<file path="config.mk">
export PLATFORM = sky130hd
export DESIGN_NAME = dacc_top
export DESIGN_NICKNAME = d
export VERILOG_FILES = /design/src/dacc_pkg.sv /design/src/dacc_conv_logic.sv /design/src/dacc_top.sv
export SDC_FILE = /design/constraint.sdc
export NUM_CORES = 1
export LEC_CHECK = 0
export BUFFER_PORTS_ARGS = -buffer_cell sky130_fd_sc_hd__buf_2
export CORE_MARGIN = 2
export CORE_UTILIZATION = 25
export CTS_CLUSTER_DIAMETER = 100
export DETAILED_ROUTE_END_ITERATION = 16
export HOLD_SLACK_MARGIN = 0.12
export SLEW_MARGIN = 0
export SYNTH_ARGS = -nofsm -noshare
export SYNTH_HDL_FRONTEND = slang
export SYNTH_SLANG_ARGS = --single-unit
</file>
<file path="constraint.sdc">
create_clock -name I_CORE_CLK -period 1.5 [get_ports I_CORE_CLK]
set_input_delay 0.075 -clock I_CORE_CLK [delete_from_list [all_inputs] [get_ports I_CORE_CLK]]
set_output_delay 0.075 -clock I_CORE_CLK [all_outputs]
set_load 0.1 [all_outputs]
</file>
<file path="src/dacc_pkg.sv">
`default_nettype none
package dacc_pkg;
    localparam logic [15:0] DACC_OFS_CODE0 = 16'hFFF8;
    localparam logic [15:0] DACC_OFS_CODE1 = 16'hFFF9;
    localparam logic [15:0] DACC_OFS_CTRL = 16'hFFFA;
    localparam logic [7:0] DACC_CODE_RST = 8'h00;
    localparam logic [7:0] DACC_CTRL_RST = 8'h1F;
    localparam logic [7:0] DACC_CTRL_RSVD = 8'h1F;
    localparam logic [7:0] DACC_UNMAPPED = 8'h00;
    localparam int DACC_BIT_OE1 = 7;
    localparam int DACC_BIT_OE0 = 6;
    localparam int DACC_BIT_JOINT = 5;

    typedef struct packed {
        logic [7:0] code;
        logic conv_en;
        logic pin_oe_n;
    } dacc_chan_s;
endpackage
`default_nettype wire

</file>
<file path="src/dacc_conv_logic.sv">
`timescale 1ns/1ps
`default_nettype none
module dacc_conv_logic
    import dacc_pkg::*;
(
    // Enable bits
    input wire logic i_out_en_ch0,
    input wire logic i_out_en_ch1,
    input wire logic i_joint_conv_en,
    // Conversion enables
    output logic o_conv_ch0,
    output logic o_conv_ch1
);
    // Joint mode lets either enable wake both channels
    always_comb
    begin
        o_conv_ch0 = i_out_en_ch0 | (i_joint_conv_en & i_out_en_ch1);
        o_conv_ch1 = i_out_en_ch1 | (i_joint_conv_en & i_out_en_ch0);
    end
endmodule
`default_nettype wire

</file>
<file path="src/dacc_top.sv">
// Implementation choice: the address-and-strobe port.
`timescale 1ns/1ps
`default_nettype none
module dacc_top
    import dacc_pkg::*;
(
    // Clock and reset
    input wire logic I_CORE_CLK,
    input wire logic I_NRST,
    // Standby entry level
    input wire logic I_STANDBY,
    // Register port
    input wire logic [15:0] I_ADDR,
    input wire logic [7:0] I_WDATA,
    input wire logic I_WR,
    input wire logic I_RD,
    output logic [7:0] O_RDATA,
    // Converter side
    output dacc_chan_s O_CH0,
    output dacc_chan_s O_CH1
);
    ////////////////////////////////////////////////////////////////////////////
    logic [7:0] code_reg_ch0_q;
    logic [7:0] code_reg_ch1_q;
    logic out_en_ch0_q;
    logic out_en_ch1_q;
    logic joint_conv_en_q;
    logic conv_ch0;
    logic conv_ch1;
    logic [7:0] ctrl_rd;

    // Full 16-bit compare, so no register shows up at an alias
    function automatic logic hit(input logic [15:0] a, input logic [15:0] ofs);
        hit = (a == ofs);
    endfunction

    ////////////////////////////////////////////////////////////////////////////
    // Standby is treated as a synchronous clear from same-clock logic
    always_ff @(posedge I_CORE_CLK or negedge I_NRST)
    begin
        if (!I_NRST)
        begin
            code_reg_ch0_q <= DACC_CODE_RST;
            code_reg_ch1_q <= DACC_CODE_RST;
        end
        else if (I_STANDBY)
        begin
            code_reg_ch0_q <= DACC_CODE_RST;
            code_reg_ch1_q <= DACC_CODE_RST;
        end
        else if (I_WR)
        begin
            if (hit(I_ADDR, DACC_OFS_CODE0))
                code_reg_ch0_q <= I_WDATA;
            if (hit(I_ADDR, DACC_OFS_CODE1))
                code_reg_ch1_q <= I_WDATA;
        end
    end

    always_ff @(posedge I_CORE_CLK or negedge I_NRST)
    begin
        if (!I_NRST)
        begin
            out_en_ch1_q <= DACC_CTRL_RST[DACC_BIT_OE1];
            out_en_ch0_q <= DACC_CTRL_RST[DACC_BIT_OE0];
            joint_conv_en_q <= DACC_CTRL_RST[DACC_BIT_JOINT];
        end
        else if (I_STANDBY)
        begin
            out_en_ch1_q <= DACC_CTRL_RST[DACC_BIT_OE1];
            out_en_ch0_q <= DACC_CTRL_RST[DACC_BIT_OE0];
            joint_conv_en_q <= DACC_CTRL_RST[DACC_BIT_JOINT];
        end
        else if (I_WR && hit(I_ADDR, DACC_OFS_CTRL))
        begin
            // Low five bits have no storage at all
            out_en_ch1_q <= I_WDATA[DACC_BIT_OE1];
            out_en_ch0_q <= I_WDATA[DACC_BIT_OE0];
            joint_conv_en_q <= I_WDATA[DACC_BIT_JOINT];
        end
    end

    dacc_conv_logic u_conv
    (
        .i_out_en_ch0(out_en_ch0_q),
        .i_out_en_ch1(out_en_ch1_q),
        .i_joint_conv_en(joint_conv_en_q),
        .o_conv_ch0(conv_ch0),
        .o_conv_ch1(conv_ch1)
    );

    ////////////////////////////////////////////////////////////////////////////
    // Outputs registered from the stored state, so they lag a write by one cycle
    always_ff @(posedge I_CORE_CLK or negedge I_NRST)
    begin
        if (!I_NRST)
        begin
            O_CH0 <= '{code: DACC_CODE_RST, conv_en: 1'b0, pin_oe_n: 1'b1};
            O_CH1 <= '{code: DACC_CODE_RST, conv_en: 1'b0, pin_oe_n: 1'b1};
        end
        else
        begin
            O_CH0.code <= code_reg_ch0_q;
            O_CH1.code <= code_reg_ch1_q;
            O_CH0.conv_en <= conv_ch0;
            O_CH1.conv_en <= conv_ch1;
            O_CH0.pin_oe_n <= ~out_en_ch0_q;
            O_CH1.pin_oe_n <= ~out_en_ch1_q;
        end
    end

    // Reserved bits have no flops behind them; they read as ones
    always_comb
    begin
        ctrl_rd = DACC_CTRL_RSVD;
        ctrl_rd[DACC_BIT_OE1] = out_en_ch1_q;
        ctrl_rd[DACC_BIT_OE0] = out_en_ch0_q;
        ctrl_rd[DACC_BIT_JOINT] = joint_conv_en_q;
    end

    // Read data valid only in the cycle after the strobe
    always_ff @(posedge I_CORE_CLK or negedge I_NRST)
    begin
        if (!I_NRST)
            O_RDATA <= DACC_UNMAPPED;
        else if (!I_RD)
            O_RDATA <= DACC_UNMAPPED;
        else if (hit(I_ADDR, DACC_OFS_CODE0))
            O_RDATA <= code_reg_ch0_q;
        else if (hit(I_ADDR, DACC_OFS_CODE1))
            O_RDATA <= code_reg_ch1_q;
        else if (hit(I_ADDR, DACC_OFS_CTRL))
            O_RDATA <= ctrl_rd;
        else
            O_RDATA <= DACC_UNMAPPED;
    end

    ////////////////////////////////////////////////////////////////////////////
    property p_standby_clear;
        @(posedge I_CORE_CLK) disable iff (!I_NRST)
        I_STANDBY |=> (code_reg_ch0_q == DACC_CODE_RST && code_reg_ch1_q == DACC_CODE_RST);
    endproperty
    a_standby_clear: assert property (p_standby_clear) else $error("codes not cleared");

    property p_standby_ctrl;
        @(posedge I_CORE_CLK) disable iff (!I_NRST)
        I_STANDBY |=> (ctrl_rd == DACC_CTRL_RST);
    endproperty
    a_standby_ctrl: assert property (p_standby_ctrl) else $error("control not reset");

    property p_code_write;
        @(posedge I_CORE_CLK) disable iff (!I_NRST)
        (I_WR && !I_STANDBY && I_ADDR == DACC_OFS_CODE0) |=> ##1 (O_CH0.code == $past(I_WDATA, 2));
    endproperty
    a_code_write: assert property (p_code_write) else $error("ch0 code not presented");

    property p_code1_write;
        @(posedge I_CORE_CLK) disable iff (!I_NRST)
        (I_WR && !I_STANDBY && I_ADDR == DACC_OFS_CODE1) |=> (code_reg_ch1_q == $past(I_WDATA));
    endproperty
    a_code1_write: assert property (p_code1_write) else $error("ch1 code not stored");

    property p_oe1;
        @(posedge I_CORE_CLK) disable iff (!I_NRST)
        out_en_ch1_q |=> (!O_CH1.pin_oe_n && O_CH1.conv_en);
    endproperty
    a_oe1: assert property (p_oe1) else $error("ch1 not enabled");

    property p_oe0;
        @(posedge I_CORE_CLK) disable iff (!I_NRST)
        out_en_ch0_q |=> (!O_CH0.pin_oe_n && O_CH0.conv_en);
    endproperty
    a_oe0: assert property (p_oe0) else $error("ch0 not enabled");

    property p_joint;
        @(posedge I_CORE_CLK) disable iff (!I_NRST)
        (joint_conv_en_q && (out_en_ch0_q ^ out_en_ch1_q)) |=> (O_CH0.conv_en && O_CH1.conv_en);
    endproperty
    a_joint: assert property (p_joint) else $error("joint conversion missing");

    property p_both_off;
        @(posedge I_CORE_CLK) disable iff (!I_NRST)
        (!out_en_ch0_q && !out_en_ch1_q) |=> (!O_CH0.conv_en && !O_CH1.conv_en);
    endproperty
    a_both_off: assert property (p_both_off) else $error("conversion while disabled");

    property p_sep;
        @(posedge I_CORE_CLK) disable iff (!I_NRST)
        (!joint_conv_en_q && out_en_ch0_q && !out_en_ch1_q) |=> (!O_CH1.conv_en && O_CH1.pin_oe_n);
    endproperty
    a_sep: assert property (p_sep) else $error("separate mode leak");

    property p_rsvd;
        @(posedge I_CORE_CLK) disable iff (!I_NRST)
        (I_RD && I_ADDR == DACC_OFS_CTRL) |=> (O_RDATA[4:0] == 5'h1F);
    endproperty
    a_rsvd: assert property (p_rsvd) else $error("reserved bits not ones");

    property p_pin_off;
        @(posedge I_CORE_CLK) disable iff (!I_NRST)
        !out_en_ch0_q |=> O_CH0.pin_oe_n;
    endproperty
    a_pin_off: assert property (p_pin_off) else $error("ch0 pin driven");

    property p_pin_off1;
        @(posedge I_CORE_CLK) disable iff (!I_NRST)
        !out_en_ch1_q |=> O_CH1.pin_oe_n;
    endproperty
    a_pin_off1: assert property (p_pin_off1) else $error("ch1 pin driven");

    // Pin drive must not follow joint mode
    property p_pin_own0;
        @(posedge I_CORE_CLK) disable iff (!I_NRST)
        1'b1 |=> (O_CH0.pin_oe_n == !$past(out_en_ch0_q));
    endproperty
    a_pin_own0: assert property (p_pin_own0) else $error("ch0 pin enable wrong");

    property p_pin_own1;
        @(posedge I_CORE_CLK) disable iff (!I_NRST)
        1'b1 |=> (O_CH1.pin_oe_n == !$past(out_en_ch1_q));
    endproperty
    a_pin_own1: assert property (p_pin_own1) else $error("ch1 pin enable wrong");

    property p_sep1;
        @(posedge I_CORE_CLK) disable iff (!I_NRST)
        (!joint_conv_en_q && out_en_ch1_q && !out_en_ch0_q) |=> (!O_CH0.conv_en && O_CH0.pin_oe_n);
    endproperty
    a_sep1: assert property (p_sep1) else $error("separate mode leak on ch0");

    property p_both_on;
        @(posedge I_CORE_CLK) disable iff (!I_NRST)
        (out_en_ch0_q && out_en_ch1_q) |=> (O_CH0.conv_en && O_CH1.conv_en);
    endproperty
    a_both_on: assert property (p_both_on) else $error("both enabled without conversion");

    property p_off0_sep;
        @(posedge I_CORE_CLK) disable iff (!I_NRST)
        (!joint_conv_en_q && !out_en_ch0_q) |=> !O_CH0.conv_en;
    endproperty
    a_off0_sep: assert property (p_off0_sep) else $error("ch0 converts while off");

    property p_off1_sep;
        @(posedge I_CORE_CLK) disable iff (!I_NRST)
        (!joint_conv_en_q && !out_en_ch1_q) |=> !O_CH1.conv_en;
    endproperty
    a_off1_sep: assert property (p_off1_sep) else $error("ch1 converts while off");

    ////////////////////////////////////////////////////////////////////////////
    // Register port stores and read-back
    property p_code0_store;
        @(posedge I_CORE_CLK) disable iff (!I_NRST)
        (I_WR && !I_STANDBY && I_ADDR == DACC_OFS_CODE0) |=> (code_reg_ch0_q == $past(I_WDATA));
    endproperty
    a_code0_store: assert property (p_code0_store) else $error("ch0 code not stored");

    property p_code1_out;
        @(posedge I_CORE_CLK) disable iff (!I_NRST)
        (I_WR && !I_STANDBY && I_ADDR == DACC_OFS_CODE1) |=> ##1 (O_CH1.code == $past(I_WDATA, 2));
    endproperty
    a_code1_out: assert property (p_code1_out) else $error("ch1 code not presented");

    property p_oe1_store;
        @(posedge I_CORE_CLK) disable iff (!I_NRST)
        (I_WR && !I_STANDBY && I_ADDR == DACC_OFS_CTRL) |=> (out_en_ch1_q == $past(I_WDATA[DACC_BIT_OE1]));
    endproperty
    a_oe1_store: assert property (p_oe1_store) else $error("ch1 enable not stored");

    property p_oe0_store;
        @(posedge I_CORE_CLK) disable iff (!I_NRST)
        (I_WR && !I_STANDBY && I_ADDR == DACC_OFS_CTRL) |=> (out_en_ch0_q == $past(I_WDATA[DACC_BIT_OE0]));
    endproperty
    a_oe0_store: assert property (p_oe0_store) else $error("ch0 enable not stored");

    property p_joint_store;
        @(posedge I_CORE_CLK) disable iff (!I_NRST)
        (I_WR && !I_STANDBY && I_ADDR == DACC_OFS_CTRL) |=> (joint_conv_en_q == $past(I_WDATA[DACC_BIT_JOINT]));
    endproperty
    a_joint_store: assert property (p_joint_store) else $error("joint enable not stored");

    property p_rd_code0;
        @(posedge I_CORE_CLK) disable iff (!I_NRST)
        (I_RD && I_ADDR == DACC_OFS_CODE0) |=> (O_RDATA == $past(code_reg_ch0_q));
    endproperty
    a_rd_code0: assert property (p_rd_code0) else $error("ch0 code read wrong");

    property p_rd_code1;
        @(posedge I_CORE_CLK) disable iff (!I_NRST)
        (I_RD && I_ADDR == DACC_OFS_CODE1) |=> (O_RDATA == $past(code_reg_ch1_q));
    endproperty
    a_rd_code1: assert property (p_rd_code1) else $error("ch1 code read wrong");

    property p_rd_ctrl;
        @(posedge I_CORE_CLK) disable iff (!I_NRST)
        (I_RD && I_ADDR == DACC_OFS_CTRL) |=> (O_RDATA[DACC_BIT_OE1] == $past(out_en_ch1_q)
            && O_RDATA[DACC_BIT_OE0] == $past(out_en_ch0_q)
            && O_RDATA[DACC_BIT_JOINT] == $past(joint_conv_en_q));
    endproperty
    a_rd_ctrl: assert property (p_rd_ctrl) else $error("control read wrong");

    // Stored state moves only on a strobe or standby
    property p_code0_hold;
        @(posedge I_CORE_CLK) disable iff (!I_NRST)
        (!I_STANDBY && !(I_WR && I_ADDR == DACC_OFS_CODE0)) |=> $stable(code_reg_ch0_q);
    endproperty
    a_code0_hold: assert property (p_code0_hold) else $error("ch0 code changed unasked");

    property p_code1_hold;
        @(posedge I_CORE_CLK) disable iff (!I_NRST)
        (!I_STANDBY && !(I_WR && I_ADDR == DACC_OFS_CODE1)) |=> $stable(code_reg_ch1_q);
    endproperty
    a_code1_hold: assert property (p_code1_hold) else $error("ch1 code changed unasked");

    property p_ctrl_hold;
        @(posedge I_CORE_CLK) disable iff (!I_NRST)
        (!I_STANDBY && !(I_WR && I_ADDR == DACC_OFS_CTRL)) |=> $stable(ctrl_rd);
    endproperty
    a_ctrl_hold: assert property (p_ctrl_hold) else $error("control changed unasked");

    ////////////////////////////////////////////////////////////////////////////
    // Outputs trail the stored state by one edge
    property p_code_out0;
        @(posedge I_CORE_CLK) disable iff (!I_NRST)
        1'b1 |=> (O_CH0.code == $past(code_reg_ch0_q));
    endproperty
    a_code_out0: assert property (p_code_out0) else $error("ch0 code lags wrongly");

    property p_code_out1;
        @(posedge I_CORE_CLK) disable iff (!I_NRST)
        1'b1 |=> (O_CH1.code == $past(code_reg_ch1_q));
    endproperty
    a_code_out1: assert property (p_code_out1) else $error("ch1 code lags wrongly");

    // Standby returns both channels to idle
    property p_standby_out;
        @(posedge I_CORE_CLK) disable iff (!I_NRST)
        I_STANDBY |=> ##1 (O_CH0.code == DACC_CODE_RST && O_CH1.code == DACC_CODE_RST
            && !O_CH0.conv_en && !O_CH1.conv_en && O_CH0.pin_oe_n && O_CH1.pin_oe_n);
    endproperty
    a_standby_out: assert property (p_standby_out) else $error("outputs not idle after standby");

    // Main scenarios
    c_joint: cover property (@(posedge I_CORE_CLK) disable iff (!I_NRST)
        joint_conv_en_q && out_en_ch1_q && !out_en_ch0_q);
    c_both: cover property (@(posedge I_CORE_CLK) disable iff (!I_NRST) out_en_ch0_q && out_en_ch1_q);
    c_standby: cover property (@(posedge I_CORE_CLK) disable iff (!I_NRST) out_en_ch0_q ##1 I_STANDBY);
    c_sep: cover property (@(posedge I_CORE_CLK) disable iff (!I_NRST)
        !joint_conv_en_q && out_en_ch0_q && !out_en_ch1_q);
    c_code_write: cover property (@(posedge I_CORE_CLK) disable iff (!I_NRST)
        I_WR && I_ADDR == DACC_OFS_CODE1);
endmodule
`default_nettype wire

</file>
==> flow_summary.toml, run 1 <==
[power]
ir_drop_v = 0.000340
power_per_cell_area_mw_per_mm2 = 961
power_w = 0.00253
power_leakage_nw = 1.37

[setup_path]
cp_max_fo = 8
worst_setup_path_start_kind = "input pin"
critPathKind = "in -> reg"
critPathArrivalTime_ns = 1.58
r2r_start = "out_en_ch0_q"
cp.required_ns = 1.68
end_kind = "flip-flop"
startpoint = "I_ADDR[2]"

[worst_hold_path]
hp-class = "in -> reg"
hp-start = "I_STANDBY"

[floorplan]
start_util_pct = 25.9
core.rowCount = 31
dieArea_mm2 = 0.00822
core-area_mm2 = 0.00725
die_x_um = 90.6
die_h_um = 90.6
io_pins = 57

[layout]
drive_gt1_share_pct = 36.0
final_common_cell = "buf_2"
nets = 267
area_delta_synth_final_pct = 40.0
post-route-util_pct = 36.2
antenna_cells = 0
layout_common_cells = "buf_2, dfrtp_1, nand2b_1"
fillers = 747

[cts]
clkSinkCount = 47
cts_tree = "done"
root_buffer = "clkbuf_8"
clk_pin_slew_ns = 0.10
htreeDepth = 2
cts_buffers = 5
clk_latency_ns = 0.30
cts_buffer_depth = 2
cts_setup_buffers = 0

[timing]
slew_headroom_pct = 67.3
setup_violations = 0
fin_crit_ns = 1.41
skew_ns = 0.0150
rsz0062_at_grt = "no"
timing.final.ws_setup_ns = 0.0931
fin_hold_ws_ns = 0.200
worst_slew_pin_slew_ns = 0.493
hold_viol_final = 0
finalCritPeriodShare_pct = 93.8
finalSetupTns_ns = 0
fmax_mhz = 711
maxSlewViolCount = 0

[global_routing]
grt_usage_pct = 11.5
antenna_found_initial = 0
grt_pass1_wl_mm = 7.50
grt_overflow = 0
grt_max_degree = 28
first_global_vias = 1495

[route]
first_pass_iters = 4
vias_per_cell = 4.27
drtIter0Drc = 94
final_antenna_net_count = 0
drt-total-wl_mm = 4.26
vias = 1444
wl_per_cell_um = 12.6
route.detailed.drc = 0

[placed_design]
gp_congestion = 0.776
portBuffers = 56
place_ws_ns = -0.231
hpwl_mm = 3.18

[synthesis]
syn_area_mm2 = 0.00188
yosysUniqueCellTypes = 31
synth_fp_nets = 184
seq_area_frac_synth_pct = 62.8
synth.avg_cell_area_um2 = 12.1
yosysWarnings = 0
ys_seq_elements = 47
netlist_instances = 155

[status]
status = "completed"

[run]
max_cap_violations = 0
## logic make-up (layout without fill, tap and decap cells)
logic type,Yosys count,count (layout),synth area share (%)
AO/OA/AOI/OAI,26,26,8.60
flip-flops,47,47,62.8
multiplexers,11,11,5.87
AND/OR/NAND/NOR,59,59,19.5
XOR/XNOR,1,1,0.467
buffers and inverters,11,95,2.73
## sequential cells by signal (all words and copies together) (netlist names)
register	flops
joint_conv_en_q	1
O_CH1	10
out_en_ch1_q	1
code_reg_ch1_q	8
O_CH0	10
O_RDATA	8
out_en_ch0_q	1
code_reg_ch0_q	8
## area by class of cell
type	count	area [µm²]	area share, %
well taps	99	124	4.71
inverters	4	15.0	0.571
multi-input cells	97	647	24.6
clock inverters	3	71.3	2.71
clock buffers	5	68.8	2.62
repair buffers	83	523	19.9
flip-flops and latches	47	1180	44.9
## synthesized netlist by cell type
master / instances / share of area (%)
nor4_1: 2 / 0.67
mux2i_1: 11 / 5.9
buf_2: 2 / 0.53
nand4_1: 4 / 1.3
a21oi_1: 9 / 2.4
nand3_1: 9 / 2.4
o21ai_0: 1 / 0.27
or4_1: 2 / 0.80
dfstp_2: 2 / 2.8
nor4_4: 1 / 1.1
o21ai_1: 8 / 2.1
nor2b_1: 1 / 0.33
and2b_2: 1 / 0.47
nand4bb_1: 1 / 0.60
nor3_1: 1 / 0.27
buf_6: 1 / 0.60
xor2_1: 1 / 0.47
o211ai_1: 1 / 0.40
clkbuf_1: 4 / 0.80
nor4b_1: 1 / 0.47
nor4bb_1: 1 / 0.53
and3_2: 1 / 0.40
dfrtp_1: 45 / 60
or4b_4: 1 / 0.73
and2_1: 1 / 0.33
nand2b_1: 20 / 6.7
nor2_1: 6 / 1.2
inv_1: 4 / 0.80
a221o_1: 2 / 1.1
nand2_1: 6 / 1.2
o2bb2ai_1: 5 / 2.3
## through the flow
stage / instance area (µm²) / instances
finish: 2630 / 338
global route: 2630 / 338
CTS: 2630 / 338
detailed placement: 2380 / 319
global placement: 2380 / 319
floorplan: 1880 / 155
## metal layers
metal	GRT usage (%)	up-vias	wire [µm]
met5	0	-	0
met4	4.62	0	78
met3	3.34	5	245
met2	17.2	44	1960
met1	15.7	683	1970
li1	-	712	-
## report_power, final
part | switching [W] | internal (W)
Clock | 0.000430 | 0.000676
Combinational | 0.0000772 | 0.0000760
Sequential | 0.00000000519 | 0.00127
## final timing paths
path | end | slack, ns | cells after the start
worst min register to register | O_CH1[9] | 0.41 | 0
worst max register to register | O_RDATA[6] | 0.52 | 3
worst max-delay path | code_reg_ch0_q[5] | 0.09 | 5
min in group asynchronous | O_RDATA[7] | 0.23 | 2
worst min-delay path | code_reg_ch0_q[7] | 0.20 | 2
max in group asynchronous | code_reg_ch1_q[1] | 0.71 | 3
## what timing repair did
item | in CTS | in global routing
hold buffers | 11 | 0
gates resized for setup | 0 | 0
endpoints found under the hold margin | 67 | 0
## critical path, cell delays in order
cell     delay (ns)
buf_2          0.11
or4b_4         0.53
or4_1          0.59
o21ai_1        0.20
a21oi_1        0.08
Note: power is estimated with default switching activity, not from simulation.
==> inputs of run 2 (changes only) <==
--- a/config.mk
+++ b/config.mk
@@ -5,6 +5,7 @@
 export SDC_FILE = /design/constraint.sdc
 export NUM_CORES = 1
 export LEC_CHECK = 0
+export ABC_AREA = 1
 export BUFFER_PORTS_ARGS = -buffer_cell sky130_fd_sc_hd__buf_2
 export CORE_MARGIN = 2
 export CORE_UTILIZATION = 25
==> run 2 against run 1 <==
  * Via count shrank 3.5%
  * Sequential share of layout area increased by 3.4 points
  * First-iteration DRC count decreased by 18%
  * Core utilization down 2.0 points
  * Final area is 7.0% lower
  * Die area down 2.9%
  * Clock skew shrank 0.0027 ns
  * Power rose by 13%
  * Critical path type is now reg -> out
==> flow_summary.toml, run 2 <==
[status]
status = "completed"

[synthesis]
synthXorXnorAreaFrac_pct = 0
synth_fp_nets = 212
synth_top_family_by_area = "simple AND/OR/NAND/NOR gates"
ys_seq_elements = 47
netlist_instances = 183
syn_area_mm2 = 0.00182
synth.top_cell.area_share_pct = 61.9
seq_area_frac_synth_pct = 64.8
synth_top_cell_by_area = "dfrtp_1"
synthAdderAreaFrac_pct = 0
synth_compound_area_share_pct = 10.6
synth.avg_cell_area_um2 = 9.94
synth_edf_count = 0
async_reset_ff_share_pct = 100
synth_common_cells = "nand2_1, dfrtp_1, inv_1"
synthMuxAreaShare_pct = 0
yosysUniqueCellTypes = 23
ys.flop_type = "dfrtp_1"
synth_area_leaders = "dfrtp_1, nand2_1, o21ai_0"
synthSimpleGateAreaFrac_pct = 19.3
yosysWarnings = 0
synth.most_common_cell = "nand2_1"

[route]
wl_per_cell_um = 10.7
first_pass_iters = 4
drtIter0Drc = 77
drt-total-wl_mm = 3.79
final_antenna_net_count = 0
vias = 1394
vias_per_cell = 3.92
route.detailed.drc = 0

[global_routing]
grt_max_degree = 30
antenna_found_initial = 0
first_global_vias = 1439
grt_usage_pct = 10.3
grt_pass1_wl_mm = 6.33
grt_overflow = 0

[timing]
worst_slew_pin_slew_ns = 0.563
hold_viol_final = 0
skew_ns = 0.0123
finalCritPeriodShare_pct = 86.5
finalSetupTns_ns = 0
fin_crit_ns = 1.30
rsz0062_at_grt = "no"
timing.final.ws_setup_ns = 0.202
fin_hold_ws_ns = 0.160
slew_headroom_pct = 62.4
setup_violations = 0
maxSlewViolCount = 0
fmax_mhz = 770

[cts]
htreeDepth = 2
cts_buffer_depth = 2
cts_buffers = 5
root_buffer = "clkbuf_8"
clk_pin_slew_ns = 0.09
cts_setup_buffers = 0
cts_tree = "done"
clkSinkCount = 47
cts-resized-gates = 0
cts_hold_buf = 10
clk_latency_ns = 0.30

[layout]
drive_gt1_share_pct = 31.5
antenna_cells = 0
area_delta_synth_final_pct = 34.4
layout_common_cells = "nand2_1, buf_2, dfrtp_1"
nets = 285
reg_top3 = "O_CH0 (10), O_CH1 (10)"

[floorplan]
dieArea_mm2 = 0.00798
start_util_pct = 25.5
die_x_um = 89.3
core.rowCount = 31
die_h_um = 89.3
core-area_mm2 = 0.00714
io_pins = 57

[setup_path]
crit_family = "flip-flops"
path_buf_inv = 1
cp_cell_sequence = "buf_2"
cp.required_ns = 1.42
critPathArrivalTime_ns = 1.22
critPathKind = "reg -> out"
cp_max_fo = 1
worst_setup_path_start_kind = "flip-flop"
crit_path_top_delay_cell = "dfstp_2"
cpPeakStageDelay_ns = 0.52
end_kind = "output pin"

[placed_design]
place_ws_ns = 0.204
hpwl_mm = 2.99
portBuffers = 56
gp_congestion = 0.840

[power]
power_w = 0.00285
ir_drop_v = 0.000423
power_leakage_nw = 1.31
power_per_cell_area_mw_per_mm2 = 1170

[worst_hold_path]
hp-class = "in -> reg"

[run]
max_cap_violations = 0
-- run 2: kinds of logic after synthesis --
| kind of cell | after synthesis |
|---|---|
| flops | 47 |
| simple gates | 78 |
| compound gates | 35 |
| buf+inv | 23 |
-- run 2: worst paths after layout --
kind	depth (start not counted)	slack, ns	end	start
setup / recovery	1	0.20	O_CH1[0]	O_CH1[0]
hold reg to reg	0	0.41	O_CH0[3]	code_reg_ch0_q[1]
setup reg to reg	2	0.64	O_RDATA[2]	code_reg_ch1_q[2]
min in group asynchronous	2	0.24	O_CH0[3]	I_NRST
max in group asynchronous	3	0.69	O_CH0[0]	I_NRST
hold / removal	4	0.16	code_reg_ch1_q[3]	I_STANDBY
-- run 2: cell type report --
| cell class | count | area [µm²] |
|---|---|---|
| Clock buffer | 6 | 72.6 |
| Multi-Input combinational cell | 113 | 543 |
| Fill cell | 780 | 4690 |
| Sequential cell | 47 | 1180 |
| Tap cell | 99 | 124 |
| Inverter | 21 | 81.3 |
| Timing Repair Buffer | 68 | 408 |
| Clock inverter | 2 | 37.5 |
-- run 2: where the power goes --
group	internal (W)	switching, W	leakage (nW)
registers	0.00135	0.0000393	0.614
logic	0.000111	0.000457	0.641
clock network	0.000497	0.000400	0.0514
-- run 2: through the flow --
step	instance area [µm²]	util (%)	cells
2_1_floorplan	1820	-	183
3_3_place_gp	2230	31.3	338
3_5_place_dp	2230	31.3	338
4_1_cts	2440	34.3	356
5_1_grt	2440	34.3	356
6_report	2440	34.3	356
-- run 2: routing by layer --
layer	track usage (%)	up-vias	wire length [µm]
li1	-	730	-
met1	12.9	625	1750
met2	17.2	33	1790
met3	2.77	6	201
met4	3.53	0	57
met5	0	-	0
-- run 2: tightest hold or removal path, cell delays in order --
cell and delay (ns):
buf_2 0.10, nor2_2 0.12, nand2_1 0.08, o21ai_1 0.05
